===== src/strap_wakeup_map.vh =====
// Register offsets, field positions, reset values and timing constants
// for the strap capture and standby wake-up block.
// Included by every design file of the block except the debouncer; definitions only.
`ifndef STRAP_WAKEUP_MAP_VH
`define STRAP_WAKEUP_MAP_VH

// Clock rate in kHz, so that cycles = milliseconds * rate.
`define CLK_KHZ 250000
`define DEBOUNCE_MS 16
`define RING_GAP_MS 200
`define LED_TICK_MS 125
`define DEBOUNCE_CYCLES (`DEBOUNCE_MS * `CLK_KHZ)
`define RING_GAP_CYCLES (`RING_GAP_MS * `CLK_KHZ)
`define LED_TICK_CYCLES (`LED_TICK_MS * `CLK_KHZ)

// Configuration index/data pair locations.
`define CFG_LOW_INDEX 16'h002e
`define CFG_HIGH_INDEX 16'h004e

// Register byte offsets.
`define REG_CTRL 8'h00
`define REG_LED 8'h04
`define REG_STANDBY 8'h08
`define REG_STRAPS 8'h0c
`define REG_STATE 8'h10
`define REG_INT_STATUS 8'h14
`define REG_INT_MASK 8'h18
`define REG_RING_CFG 8'h1c

// Control fields.
`define CTRL_SUPPLY_ON 0
`define CTRL_RING_WAKE_EN 1
`define CTRL_BTN_WAKE_EN 2
`define CTRL_WAKE_CLEAR 3
`define CTRL_RESET 8'h06

// Interrupt status fields.
`define INT_BUTTON 0
`define INT_RING 1
`define INT_SLEEP 2
`define INT_WIDTH 3

// Led rate codes.
`define LED_OFF 3'h0
`define LED_0HZ25 3'h1
`define LED_0HZ5 3'h2
`define LED_1HZ 3'h3
`define LED_4HZ 3'h4
`define LED_ON 3'h5
`define LED_RESET 8'h00

`define RING_CFG_RESET 4'h4

`endif


===== src/level_debounce.v =====
// Debounces one synchronised level.
// Assumes the input already passed a two-flop synchroniser.
`timescale 1ns/1ps
`default_nettype none
module level_debounce
#(
  parameter integer CYCLES = 4,
  parameter INIT = 1'b1
)
(
  input wire aclk,
  input wire aresetn,
  input wire din,
  output reg dout,
  output reg rise,
  output reg fall
);
  reg [31:0] cnt_reg;

  // A new level is accepted only after it held for CYCLES clocks. [RULE_18] [RULE_11]
  always @(posedge aclk)
  begin
    if (!aresetn)
    begin
      cnt_reg <= 32'h0;
      dout <= INIT;
      rise <= 1'b0;
      fall <= 1'b0;
    end
    else
    begin
      rise <= 1'b0;
      fall <= 1'b0;
      if (din == dout)
        cnt_reg <= 32'h0;
      else if (cnt_reg == CYCLES - 1)
      begin
        cnt_reg <= 32'h0;
        dout <= din;
        rise <= din;
        fall <= ~din;
      end
      else
        cnt_reg <= cnt_reg + 32'h1;
    end
  end
endmodule
`default_nettype wire


===== src/led_blink.v =====
// Drives one standby LED at a selectable blink rate.
// Assumes the tick period is an eighth of a second.
`timescale 1ns/1ps
`default_nettype none
`include "strap_wakeup_map.vh"
module led_blink
#(
  parameter integer TICK_CYCLES = 31250000
)
(
  input wire aclk,
  input wire aresetn,
  input wire [2:0] rate,
  output reg led
);
  reg [31:0] pre_reg;
  reg [4:0] phase_reg;
  reg led_next;

  // Each phase bit toggles at a power-of-two fraction of the 8 Hz tick. [RULE_09]
  always @*
  begin
    case (rate)
      `LED_OFF: led_next = 1'b0;
      `LED_0HZ25: led_next = phase_reg[4];
      `LED_0HZ5: led_next = phase_reg[3];
      `LED_1HZ: led_next = phase_reg[2];
      `LED_4HZ: led_next = phase_reg[0];
      `LED_ON: led_next = 1'b1;
      default: led_next = 1'b0;
    endcase
  end

  always @(posedge aclk)
  begin
    if (!aresetn)
    begin
      pre_reg <= 32'h0;
      phase_reg <= 5'h0;
      led <= 1'b0;
    end
    else
    begin
      led <= led_next;
      if (pre_reg == TICK_CYCLES - 1)
      begin
        pre_reg <= 32'h0;
        phase_reg <= phase_reg + 5'h1;
      end
      else
        pre_reg <= pre_reg + 32'h1;
    end
  end
endmodule
`default_nettype wire


===== src/strap_wakeup_ctrl.v =====
// Strap capture at the end of system reset and standby wake-up control,
// with an AXI4-Lite register slave.
// Assumes aresetn is the system reset; straps and pins are asynchronous,
// io_addr and uart1_term_ready_n come from logic on aclk.
//
// Behaviour
// [RULE_01] Capture base strap when reset ends.
// [RULE_02] Strap low: index/data at 2Eh-2Fh.
// [RULE_03] Strap high: index/data at 4Eh-4Fh.
// [RULE_04] Straps low: shared pins are power functions.
// [RULE_05] Straps high: shared pins become standby GPIO.
// [RULE_06] Polarity low: supply-on active low, open drain.
// [RULE_07] Polarity high: supply-on active high, push-pull.
// [RULE_08] Test strap high enters factory test mode.
// [RULE_09] LED rates: 0, 0.25, 0.5, 1, 4 Hz.
// [RULE_10] Supply-on active level switches supply on.
// [RULE_11] Button low is request, debounced 16 ms.
// [RULE_12] Button output driven low, open drain.
// [RULE_13] Wake event pulls power-up request low.
// [RULE_14] Ring pulse train is a wake event.
// [RULE_15] Controller drives the two sleep-state inputs.
// [RULE_16] Base strap pin returns to terminal-ready high.
// [RULE_17] Captured straps held until next reset.
// [RULE_18] Debounce counter needs stable level over interval.
//
// Design decisions made here: the address map and the AXI4-Lite register port.
`timescale 1ns/1ps
`default_nettype none
`include "strap_wakeup_map.vh"
module strap_wakeup_ctrl
#(
  parameter integer DEBOUNCE_CYCLES = `DEBOUNCE_CYCLES,
  parameter integer RING_GAP_CYCLES = `RING_GAP_CYCLES,
  parameter integer LED_TICK_CYCLES = `LED_TICK_CYCLES
)
(
  input wire aclk,
  input wire aresetn,
  input wire [7:0] awaddr,
  input wire awvalid,
  output wire awready,
  input wire [31:0] wdata,
  input wire [3:0] wstrb,
  input wire wvalid,
  output wire wready,
  output reg [1:0] bresp,
  output reg bvalid,
  input wire bready,
  input wire [7:0] araddr,
  input wire arvalid,
  output wire arready,
  output reg [31:0] rdata,
  output reg [1:0] rresp,
  output reg rvalid,
  input wire rready,
  input wire cfg_base_strap,
  input wire psu_led_cfg_strap0,
  input wire psu_led_cfg_strap1,
  input wire supply_on_polarity_strap,
  input wire test_strap,
  input wire [15:0] io_addr,
  output wire cfg_index_hit,
  output wire cfg_data_hit,
  output reg test_mode,
  input wire uart1_term_ready_n,
  output reg uart1_term_ready_baud_out,
  output reg uart1_term_ready_baud_out_oe,
  output reg power_button_out,
  output reg power_button_out_oe,
  output reg supply_on_out,
  output reg supply_on_out_oe,
  input wire power_button_in,
  input wire sleep_state3_in,
  input wire sleep_state5_in,
  input wire ring_in_n,
  output reg power_up_request,
  output reg power_up_request_oe,
  output wire led1,
  output wire led2,
  output reg irq
);
  reg [8:0] sync1_reg;
  reg [8:0] sync2_reg;
  reg in_reset_reg;
  reg base_reg, psu0_reg, psu1_reg, pol_reg;
  reg [7:0] ctrl_reg, led_reg, mask_reg;
  reg [1:0] standby_reg;
  reg [3:0] ring_cfg_reg, ring_cnt_reg;
  reg [`INT_WIDTH-1:0] int_reg;
  reg [31:0] gap_reg;
  reg ring_prev_reg, sleep3_prev_reg, wake_reg;
  reg aw_have_reg, w_have_reg;
  reg [7:0] aw_addr_reg;
  reg [7:0] w_data_reg;
  reg w_lane_reg;
  reg [`INT_WIDTH-1:0] int_set;
  reg ring_event;
  wire gpio_mode;
  wire btn_level, btn_fall;
  wire do_write;
  wire [15:0] cfg_base;

  // Returns one when the byte address names a mapped register.
  function mapped;
    input [7:0] a;
    begin
      mapped = (a[1:0] == 2'b00) && (a <= `REG_RING_CFG);
    end
  endfunction

  // All pins and straps pass two flip-flops before any use.
  always @(posedge aclk)
  begin
    sync1_reg <= {ring_in_n, sleep_state5_in, sleep_state3_in, power_button_in,
      test_strap, supply_on_polarity_strap, psu_led_cfg_strap1,
      psu_led_cfg_strap0, cfg_base_strap};
    sync2_reg <= sync1_reg;
  end

  // Straps are sampled on the first clock after reset and then held. [RULE_01] [RULE_17]
  always @(posedge aclk)
  begin
    if (!aresetn)
    begin
      in_reset_reg <= 1'b1;
      base_reg <= 1'b0;
      psu0_reg <= 1'b0;
      psu1_reg <= 1'b0;
      pol_reg <= 1'b0;
      test_mode <= 1'b0;
    end
    else if (in_reset_reg)
    begin
      in_reset_reg <= 1'b0;
      base_reg <= sync2_reg[0];
      psu0_reg <= sync2_reg[1];
      psu1_reg <= sync2_reg[2];
      pol_reg <= sync2_reg[3];
      test_mode <= sync2_reg[4]; // [RULE_08]
    end
  end

  // Either strap high selects the standby GPIO role of the shared pins. [RULE_04] [RULE_05]
  assign gpio_mode = psu0_reg | psu1_reg;
  assign cfg_base = base_reg ? `CFG_HIGH_INDEX : `CFG_LOW_INDEX; // [RULE_02] [RULE_03]
  assign cfg_index_hit = !in_reset_reg && (io_addr == cfg_base);
  assign cfg_data_hit = !in_reset_reg && (io_addr == cfg_base + 16'h0001);

  level_debounce #(.CYCLES(DEBOUNCE_CYCLES), .INIT(1'b1)) u_button
  (
    .aclk(aclk),
    .aresetn(aresetn),
    .din(sync2_reg[5]),
    .dout(btn_level),
    .rise(),
    .fall(btn_fall)
  );

  led_blink #(.TICK_CYCLES(LED_TICK_CYCLES)) u_led1
  (
    .aclk(aclk),
    .aresetn(aresetn),
    .rate(led_reg[2:0]),
    .led(led1)
  );

  led_blink #(.TICK_CYCLES(LED_TICK_CYCLES)) u_led2
  (
    .aclk(aclk),
    .aresetn(aresetn),
    .rate(led_reg[6:4]),
    .led(led2)
  );

  // Falling ring edges close together form a train; a long gap restarts the count.
  always @*
  begin
    ring_event = ring_prev_reg && !sync2_reg[8] && (gap_reg < RING_GAP_CYCLES)
      && (ring_cnt_reg + 4'h1 >= ring_cfg_reg); // [RULE_14]
    int_set = {`INT_WIDTH{1'b0}};
    int_set[`INT_BUTTON] = btn_fall & !gpio_mode;
    int_set[`INT_RING] = ring_event;
    int_set[`INT_SLEEP] = sleep3_prev_reg ^ sync2_reg[6];
  end

  always @(posedge aclk)
  begin
    if (!aresetn)
    begin
      ring_prev_reg <= 1'b1;
      sleep3_prev_reg <= 1'b1;
      ring_cnt_reg <= 4'h0;
      gap_reg <= 32'h0;
      wake_reg <= 1'b0;
    end
    else
    begin
      ring_prev_reg <= sync2_reg[8];
      sleep3_prev_reg <= sync2_reg[6];
      if (ring_prev_reg && !sync2_reg[8])
      begin
        gap_reg <= 32'h0;
        if (ring_event || gap_reg >= RING_GAP_CYCLES)
          ring_cnt_reg <= ring_event ? 4'h0 : 4'h1;
        else
          ring_cnt_reg <= ring_cnt_reg + 4'h1;
      end
      else if (gap_reg < RING_GAP_CYCLES)
        gap_reg <= gap_reg + 32'h1;
      // A new wake event wins over a clear in the same cycle. [RULE_13]
      if ((ring_event && ctrl_reg[`CTRL_RING_WAKE_EN])
        || (int_set[`INT_BUTTON] && ctrl_reg[`CTRL_BTN_WAKE_EN]))
        wake_reg <= 1'b1;
      else if (ctrl_reg[`CTRL_WAKE_CLEAR] || (!sleep3_prev_reg && sync2_reg[6]))
        wake_reg <= 1'b0;
    end
  end

  // Pin drivers; open-drain pins drive only low outside standby GPIO mode.
  always @(posedge aclk)
  begin
    if (!aresetn)
    begin
      power_button_out <= 1'b0;
      power_button_out_oe <= 1'b0;
      supply_on_out <= 1'b0;
      supply_on_out_oe <= 1'b0;
      power_up_request <= 1'b0;
      power_up_request_oe <= 1'b0;
      uart1_term_ready_baud_out <= 1'b1;
      uart1_term_ready_baud_out_oe <= 1'b0;
      irq <= 1'b0;
    end
    else
    begin
      // The strap pin is released back to the serial port once sampled. [RULE_16]
      uart1_term_ready_baud_out <= in_reset_reg ? 1'b1 : uart1_term_ready_n;
      uart1_term_ready_baud_out_oe <= !in_reset_reg;
      power_up_request <= 1'b0;
      power_up_request_oe <= wake_reg; // [RULE_13]
      irq <= |(int_reg & mask_reg[`INT_WIDTH-1:0]);
      if (gpio_mode || in_reset_reg)
      begin
        power_button_out <= standby_reg[0]; // [RULE_05]
        power_button_out_oe <= !in_reset_reg;
        supply_on_out <= standby_reg[1];
        supply_on_out_oe <= !in_reset_reg;
      end
      else
      begin
        power_button_out <= 1'b0;
        power_button_out_oe <= !btn_level; // [RULE_12]
        if (pol_reg)
        begin
          supply_on_out <= ctrl_reg[`CTRL_SUPPLY_ON]; // [RULE_07] [RULE_10]
          supply_on_out_oe <= 1'b1;
        end
        else
        begin
          supply_on_out <= 1'b0;
          supply_on_out_oe <= ctrl_reg[`CTRL_SUPPLY_ON]; // [RULE_06] [RULE_10]
        end
      end
    end
  end

  // AXI4-Lite write path: address and data are taken in either order.
  assign awready = !aw_have_reg && !bvalid;
  assign wready = !w_have_reg && !bvalid;
  assign do_write = aw_have_reg && w_have_reg && !bvalid;

  always @(posedge aclk)
  begin
    if (!aresetn)
    begin
      aw_have_reg <= 1'b0;
      w_have_reg <= 1'b0;
      aw_addr_reg <= 8'h00;
      w_data_reg <= 8'h00;
      w_lane_reg <= 1'b0;
      bvalid <= 1'b0;
      bresp <= 2'b00;
      ctrl_reg <= `CTRL_RESET;
      led_reg <= `LED_RESET;
      mask_reg <= 8'h00;
      standby_reg <= 2'b00;
      ring_cfg_reg <= `RING_CFG_RESET;
      int_reg <= {`INT_WIDTH{1'b0}};
    end
    else
    begin
      ctrl_reg[`CTRL_WAKE_CLEAR] <= 1'b0;
      if (awvalid && awready)
      begin
        aw_have_reg <= 1'b1;
        aw_addr_reg <= awaddr;
      end
      if (wvalid && wready)
      begin
        w_have_reg <= 1'b1;
        w_data_reg <= wdata[7:0];
        w_lane_reg <= wstrb[0];
      end
      if (bvalid && bready)
        bvalid <= 1'b0;
      int_reg <= int_reg | int_set;
      if (do_write)
      begin
        aw_have_reg <= 1'b0;
        w_have_reg <= 1'b0;
        bvalid <= 1'b1;
        bresp <= mapped(aw_addr_reg) ? 2'b00 : 2'b10;
        if (w_lane_reg)
        begin
          case (aw_addr_reg)
            `REG_CTRL: ctrl_reg <= {4'h0, w_data_reg[3:0]};
            `REG_LED: led_reg <= {1'b0, w_data_reg[6:4], 1'b0, w_data_reg[2:0]};
            `REG_STANDBY: standby_reg <= w_data_reg[1:0];
            `REG_INT_STATUS: int_reg <= (int_reg & ~w_data_reg[`INT_WIDTH-1:0]) | int_set;
            `REG_INT_MASK: mask_reg <= {5'h00, w_data_reg[`INT_WIDTH-1:0]};
            `REG_RING_CFG: ring_cfg_reg <= w_data_reg[3:0];
            default: ctrl_reg[`CTRL_WAKE_CLEAR] <= 1'b0;
          endcase
        end
      end
    end
  end

  // AXI4-Lite read path: one read at a time, answer one cycle after address.
  assign arready = !rvalid;

  always @(posedge aclk)
  begin
    if (!aresetn)
    begin
      rvalid <= 1'b0;
      rdata <= 32'h0;
      rresp <= 2'b00;
    end
    else if (arvalid && arready)
    begin
      rvalid <= 1'b1;
      rresp <= mapped(araddr) ? 2'b00 : 2'b10;
      case (araddr)
        `REG_CTRL: rdata <= {24'h0, ctrl_reg};
        `REG_LED: rdata <= {24'h0, led_reg};
        `REG_STANDBY: rdata <= {29'h0, ~sync2_reg[5] ^ 1'b1, standby_reg};
        `REG_STRAPS: rdata <= {26'h0, gpio_mode, test_mode, pol_reg, psu1_reg,
          psu0_reg, base_reg};
        `REG_STATE: rdata <= {27'h0, ctrl_reg[`CTRL_SUPPLY_ON], wake_reg,
          !sync2_reg[7], !sync2_reg[6], !btn_level};
        `REG_INT_STATUS: rdata <= {29'h0, int_reg};
        `REG_INT_MASK: rdata <= {24'h0, mask_reg};
        `REG_RING_CFG: rdata <= {28'h0, ring_cfg_reg};
        default: rdata <= 32'h0;
      endcase
    end
    else if (rvalid && rready)
      rvalid <= 1'b0;
  end
endmodule
`default_nettype wire


===== config.mk =====
export PLATFORM = sky130hd
export DESIGN_NAME = strap_wakeup_ctrl
export DESIGN_NICKNAME = d
export VERILOG_FILES = /design/src/level_debounce.v /design/src/led_blink.v /design/src/strap_wakeup_ctrl.v
export VERILOG_INCLUDE_DIRS = /design/src
export SDC_FILE = /design/constraint.sdc
export NUM_CORES = 1
export LEC_CHECK = 0
export ABC_CLOCK_PERIOD_IN_PS = 2100
export BUFFER_PORTS_ARGS = -buffer_cell sky130_fd_sc_hd__buf_2
export CORE_ASPECT_RATIO = 1.25
export CORE_MARGIN = 5
export CORE_UTILIZATION = 58
export DETAILED_ROUTE_END_ITERATION = 6
export GPL_TIMING_DRIVEN = 0
export PLACE_DENSITY = 0.8
export SLEW_MARGIN = 20
export SYNTH_ARGS = -nofsm -noshare
export SYNTH_HDL_FRONTEND = slang
export SYNTH_HIERARCHICAL = 1
export SYNTH_SLANG_ARGS = --single-unit

===== constraint.sdc =====
create_clock -name aclk -period 2.1 [get_ports aclk]
set_input_delay 0.315 -clock aclk [delete_from_list [all_inputs] [get_ports aclk]]
set_output_delay 0.315 -clock aclk [all_outputs]
set_load 0.02 [all_outputs]

==> results.sh <==
export IMPL_fin_skew_ns=0.00683
export IMPL_worstPathMaxFanout=9
export IMPL_std_cell_rows=55
export IMPL_dp_final_hpwl_mm=17.7
export IMPL_antenna_diode_count=0
export IMPL_power_frac_clock=0.467
export IMPL_route_final_wire_length_mm=24.9
export IMPL_syn_mean_instance_area_um2=8.72
export IMPL_cp_end_kind="register"
export IMPL_core_area_mm2=0.0181
export IMPL_cts_root_buffer="clkbuf_16"
export IMPL_critical_path_max_stage_delay_ns=0.54
export IMPL_comb_power_share=0.055
export IMPL_clock_fmax_mhz=497
export IMPL_design_portCount=140
export IMPL_synth_warnings=6
export IMPL_seqCellArea_mm2=0.00466
export IMPL_layout_nets=1476
export IMPL_outcome="complete, no violations"
export IMPL_max_clock_path_buffers=3
export IMPL_crit_arrival_ns=2.46
export IMPL_worstPathRequired_ns=2.55
export IMPL_power_switching_share=0.221
export IMPL_crit_slowest_cell="or4_4"
export IMPL_critPathTopFamily="simple AND/OR/NAND/NOR gates"
export IMPL_final_cells=1623
export IMPL_seqPwrFrac=0.477
export IMPL_timing_critical_path_buf_inv=1
export IMPL_grt_start_max_net_pins=24
export IMPL_share_of_post_route_cells_with_drive_strength_above_1=0.172
export IMPL_first_iter_violations=618
export IMPL_crit_path_start_kind="register"
export IMPL_gp_congestion=0.948
export IMPL_hold_path_class="input port to register"
export IMPL_vias=9203
export IMPL_insertion_delay_ns=0.51
export IMPL_gr_total_overflow=0
export IMPL_first_global_vias=8707
export IMPL_post_drt_wl_per_cell_um=15.4
export IMPL_initial_utilization=0.590
export IMPL_grt_usage=0.224
export IMPL_maxCapViolations=0
export IMPL_clk_pin_slew_worst_paths_ns=0.06
export IMPL_place_port_buffers=82
export IMPL_tritoncts="done"
export IMPL_min_from="awaddr[3]"
export IMPL_cellPowerDensity_mw_per_mm2=757
export IMPL_grt_antenna_before_repair=0
export IMPL_irDropWorstVdd_mv=0.727
export IMPL_setup_total_negative_slack_ns=0
export IMPL_finalSetupViolCount=0
export IMPL_final_period_utilization=0.958
export IMPL_timing_critical_path_from="u_button/cnt_reg[10]$_SDFF_PP0_"
export IMPL_grt_first_pass_wirelength_mm=41.3
export IMPL_cts_buffers=24
export IMPL_timing_worst_setup_path_type="register to register"
export IMPL_placed_cells=1561
export IMPL_critical_path_reg2reg_startpoint="u_button/cnt_reg[10]$_SDFF_PP0_"
export IMPL_drc=0
export IMPL_syn_to_final_growth_pct=18.2
export IMPL_maxSlewViolCount=0
export IMPL_h_tree_depth=1
export IMPL_die_area_mm2=0.0212
export IMPL_detailedRoute_firstPassIterationCount=5
export IMPL_leakagePower_nw=4.90
export IMPL_power_w=0.00956
export IMPL_filler_cell_count=1458
export IMPL_syn_instance_count=1224
export IMPL_multi_input_area_mm2=0.00565
export IMPL_post_synth_instance_area_mm2=0.0107
export IMPL_tritoncts_num_sinks=232
export IMPL_finalHoldViolations=0
export IMPL_fp_dieW_um=131
export IMPL_final_min_clock_period_ns=2.01
export IMPL_tightest_slew_ns=0.859
export IMPL_netSwitchingPower_w=0.00211
export IMPL_die_h_um=162
export IMPL_cellInternalPower_w=0.00745
export IMPL_final_antenna_net_count=0
export IMPL_slew_limit_headroom=0.425
export IMPL_critical_path_cell_chain="nand4_1 > or4_4 > buf_6 > or4_1 > o21ai_1"
export IMPL_hold_slack_ns=0.0328
export IMPL_vias_per_cell=5.67
==> power groups by stage <==
stage	Clock, W	Combinational, W	Sequential (W)
2_1_floorplan	0	0.000341	0.00464
3_3_place_gp	0	0.000494	0.00465
3_5_place_dp	0	0.000502	0.00465
4_1_cts	0.00455	0.000520	0.00456
5_1_grt	0.00475	0.000584	0.00457
6_report	0.00447	0.000529	0.00457
==> through the flow <==
stage | setup slack, ns | instance area (µm²) | util
finish | 0.0885 | 12600 | 0.697
detailed placement | -0.167 | 11500 | 0.634
global placement | -0.171 | 11500 | 0.634
global route | -0.00524 | 12600 | 0.697
CTS | 0.0163 | 12500 | 0.689
floorplan | 0.186 | 10800 | -
==> worst min-delay path, cell delays in order <==
cell	delay [ns]
buf_2	0.08
a21oi_1	0.05
nor2_1	0.07
==> final timing paths <==
kind	end	slack [ns]	cells past startpoint
max	u_button/cnt_reg[28]$_SDFF_PP0_	0.09	5
min	aw_addr_reg[3]$_SDFFE_PN0P_	0.03	3
max reg2reg	u_button/cnt_reg[28]$_SDFF_PP0_	0.09	5
min reg2reg	sync2_reg[3]$_DFF_P_	0.32	0
==> routing by layer <==
layer  routed length, µm  track usage
met1               10600        0.279
met2               12500        0.392
met3                1280       0.0387
met4                 559       0.0781
met5                   0            0
==> cell usage in the layout, fill, tap and decap left out, types with 30 or more instances in the layout <==
master / count
xnor2_1: 40
nand2_1: 107
nand3_1: 64
a21oi_1: 62
buf_4: 43
buf_2: 88
mux2i_1: 39
inv_1: 32
xor2_1: 41
nor3_1: 30
nand4_1: 46
dfxtp_1: 222
nor2_1: 167
==> repair_timing <==
item | 4_1_cts | 5_1_grt
hold buffers | 10 | 0
setup buffers | 5 | 7
resized for setup | 4 | 29
endpoints found under the hold margin | 10 | 0
pin swaps | 3 | 9
setup endpoints to repair | 72 | 104
==> final cells by class <==
cell class / instances / area share
inverters: 32 / 0.00952
flip-flops and latches: 232 / 0.369
well taps: 228 / 0.0226
repair buffers: 104 / 0.0476
clock buffers: 32 / 0.0564
clock inverters: 11 / 0.0106
multi-input cells: 911 / 0.447
plain buffers: 73 / 0.0370
Note: power is estimated with default switching activity, not from simulation.
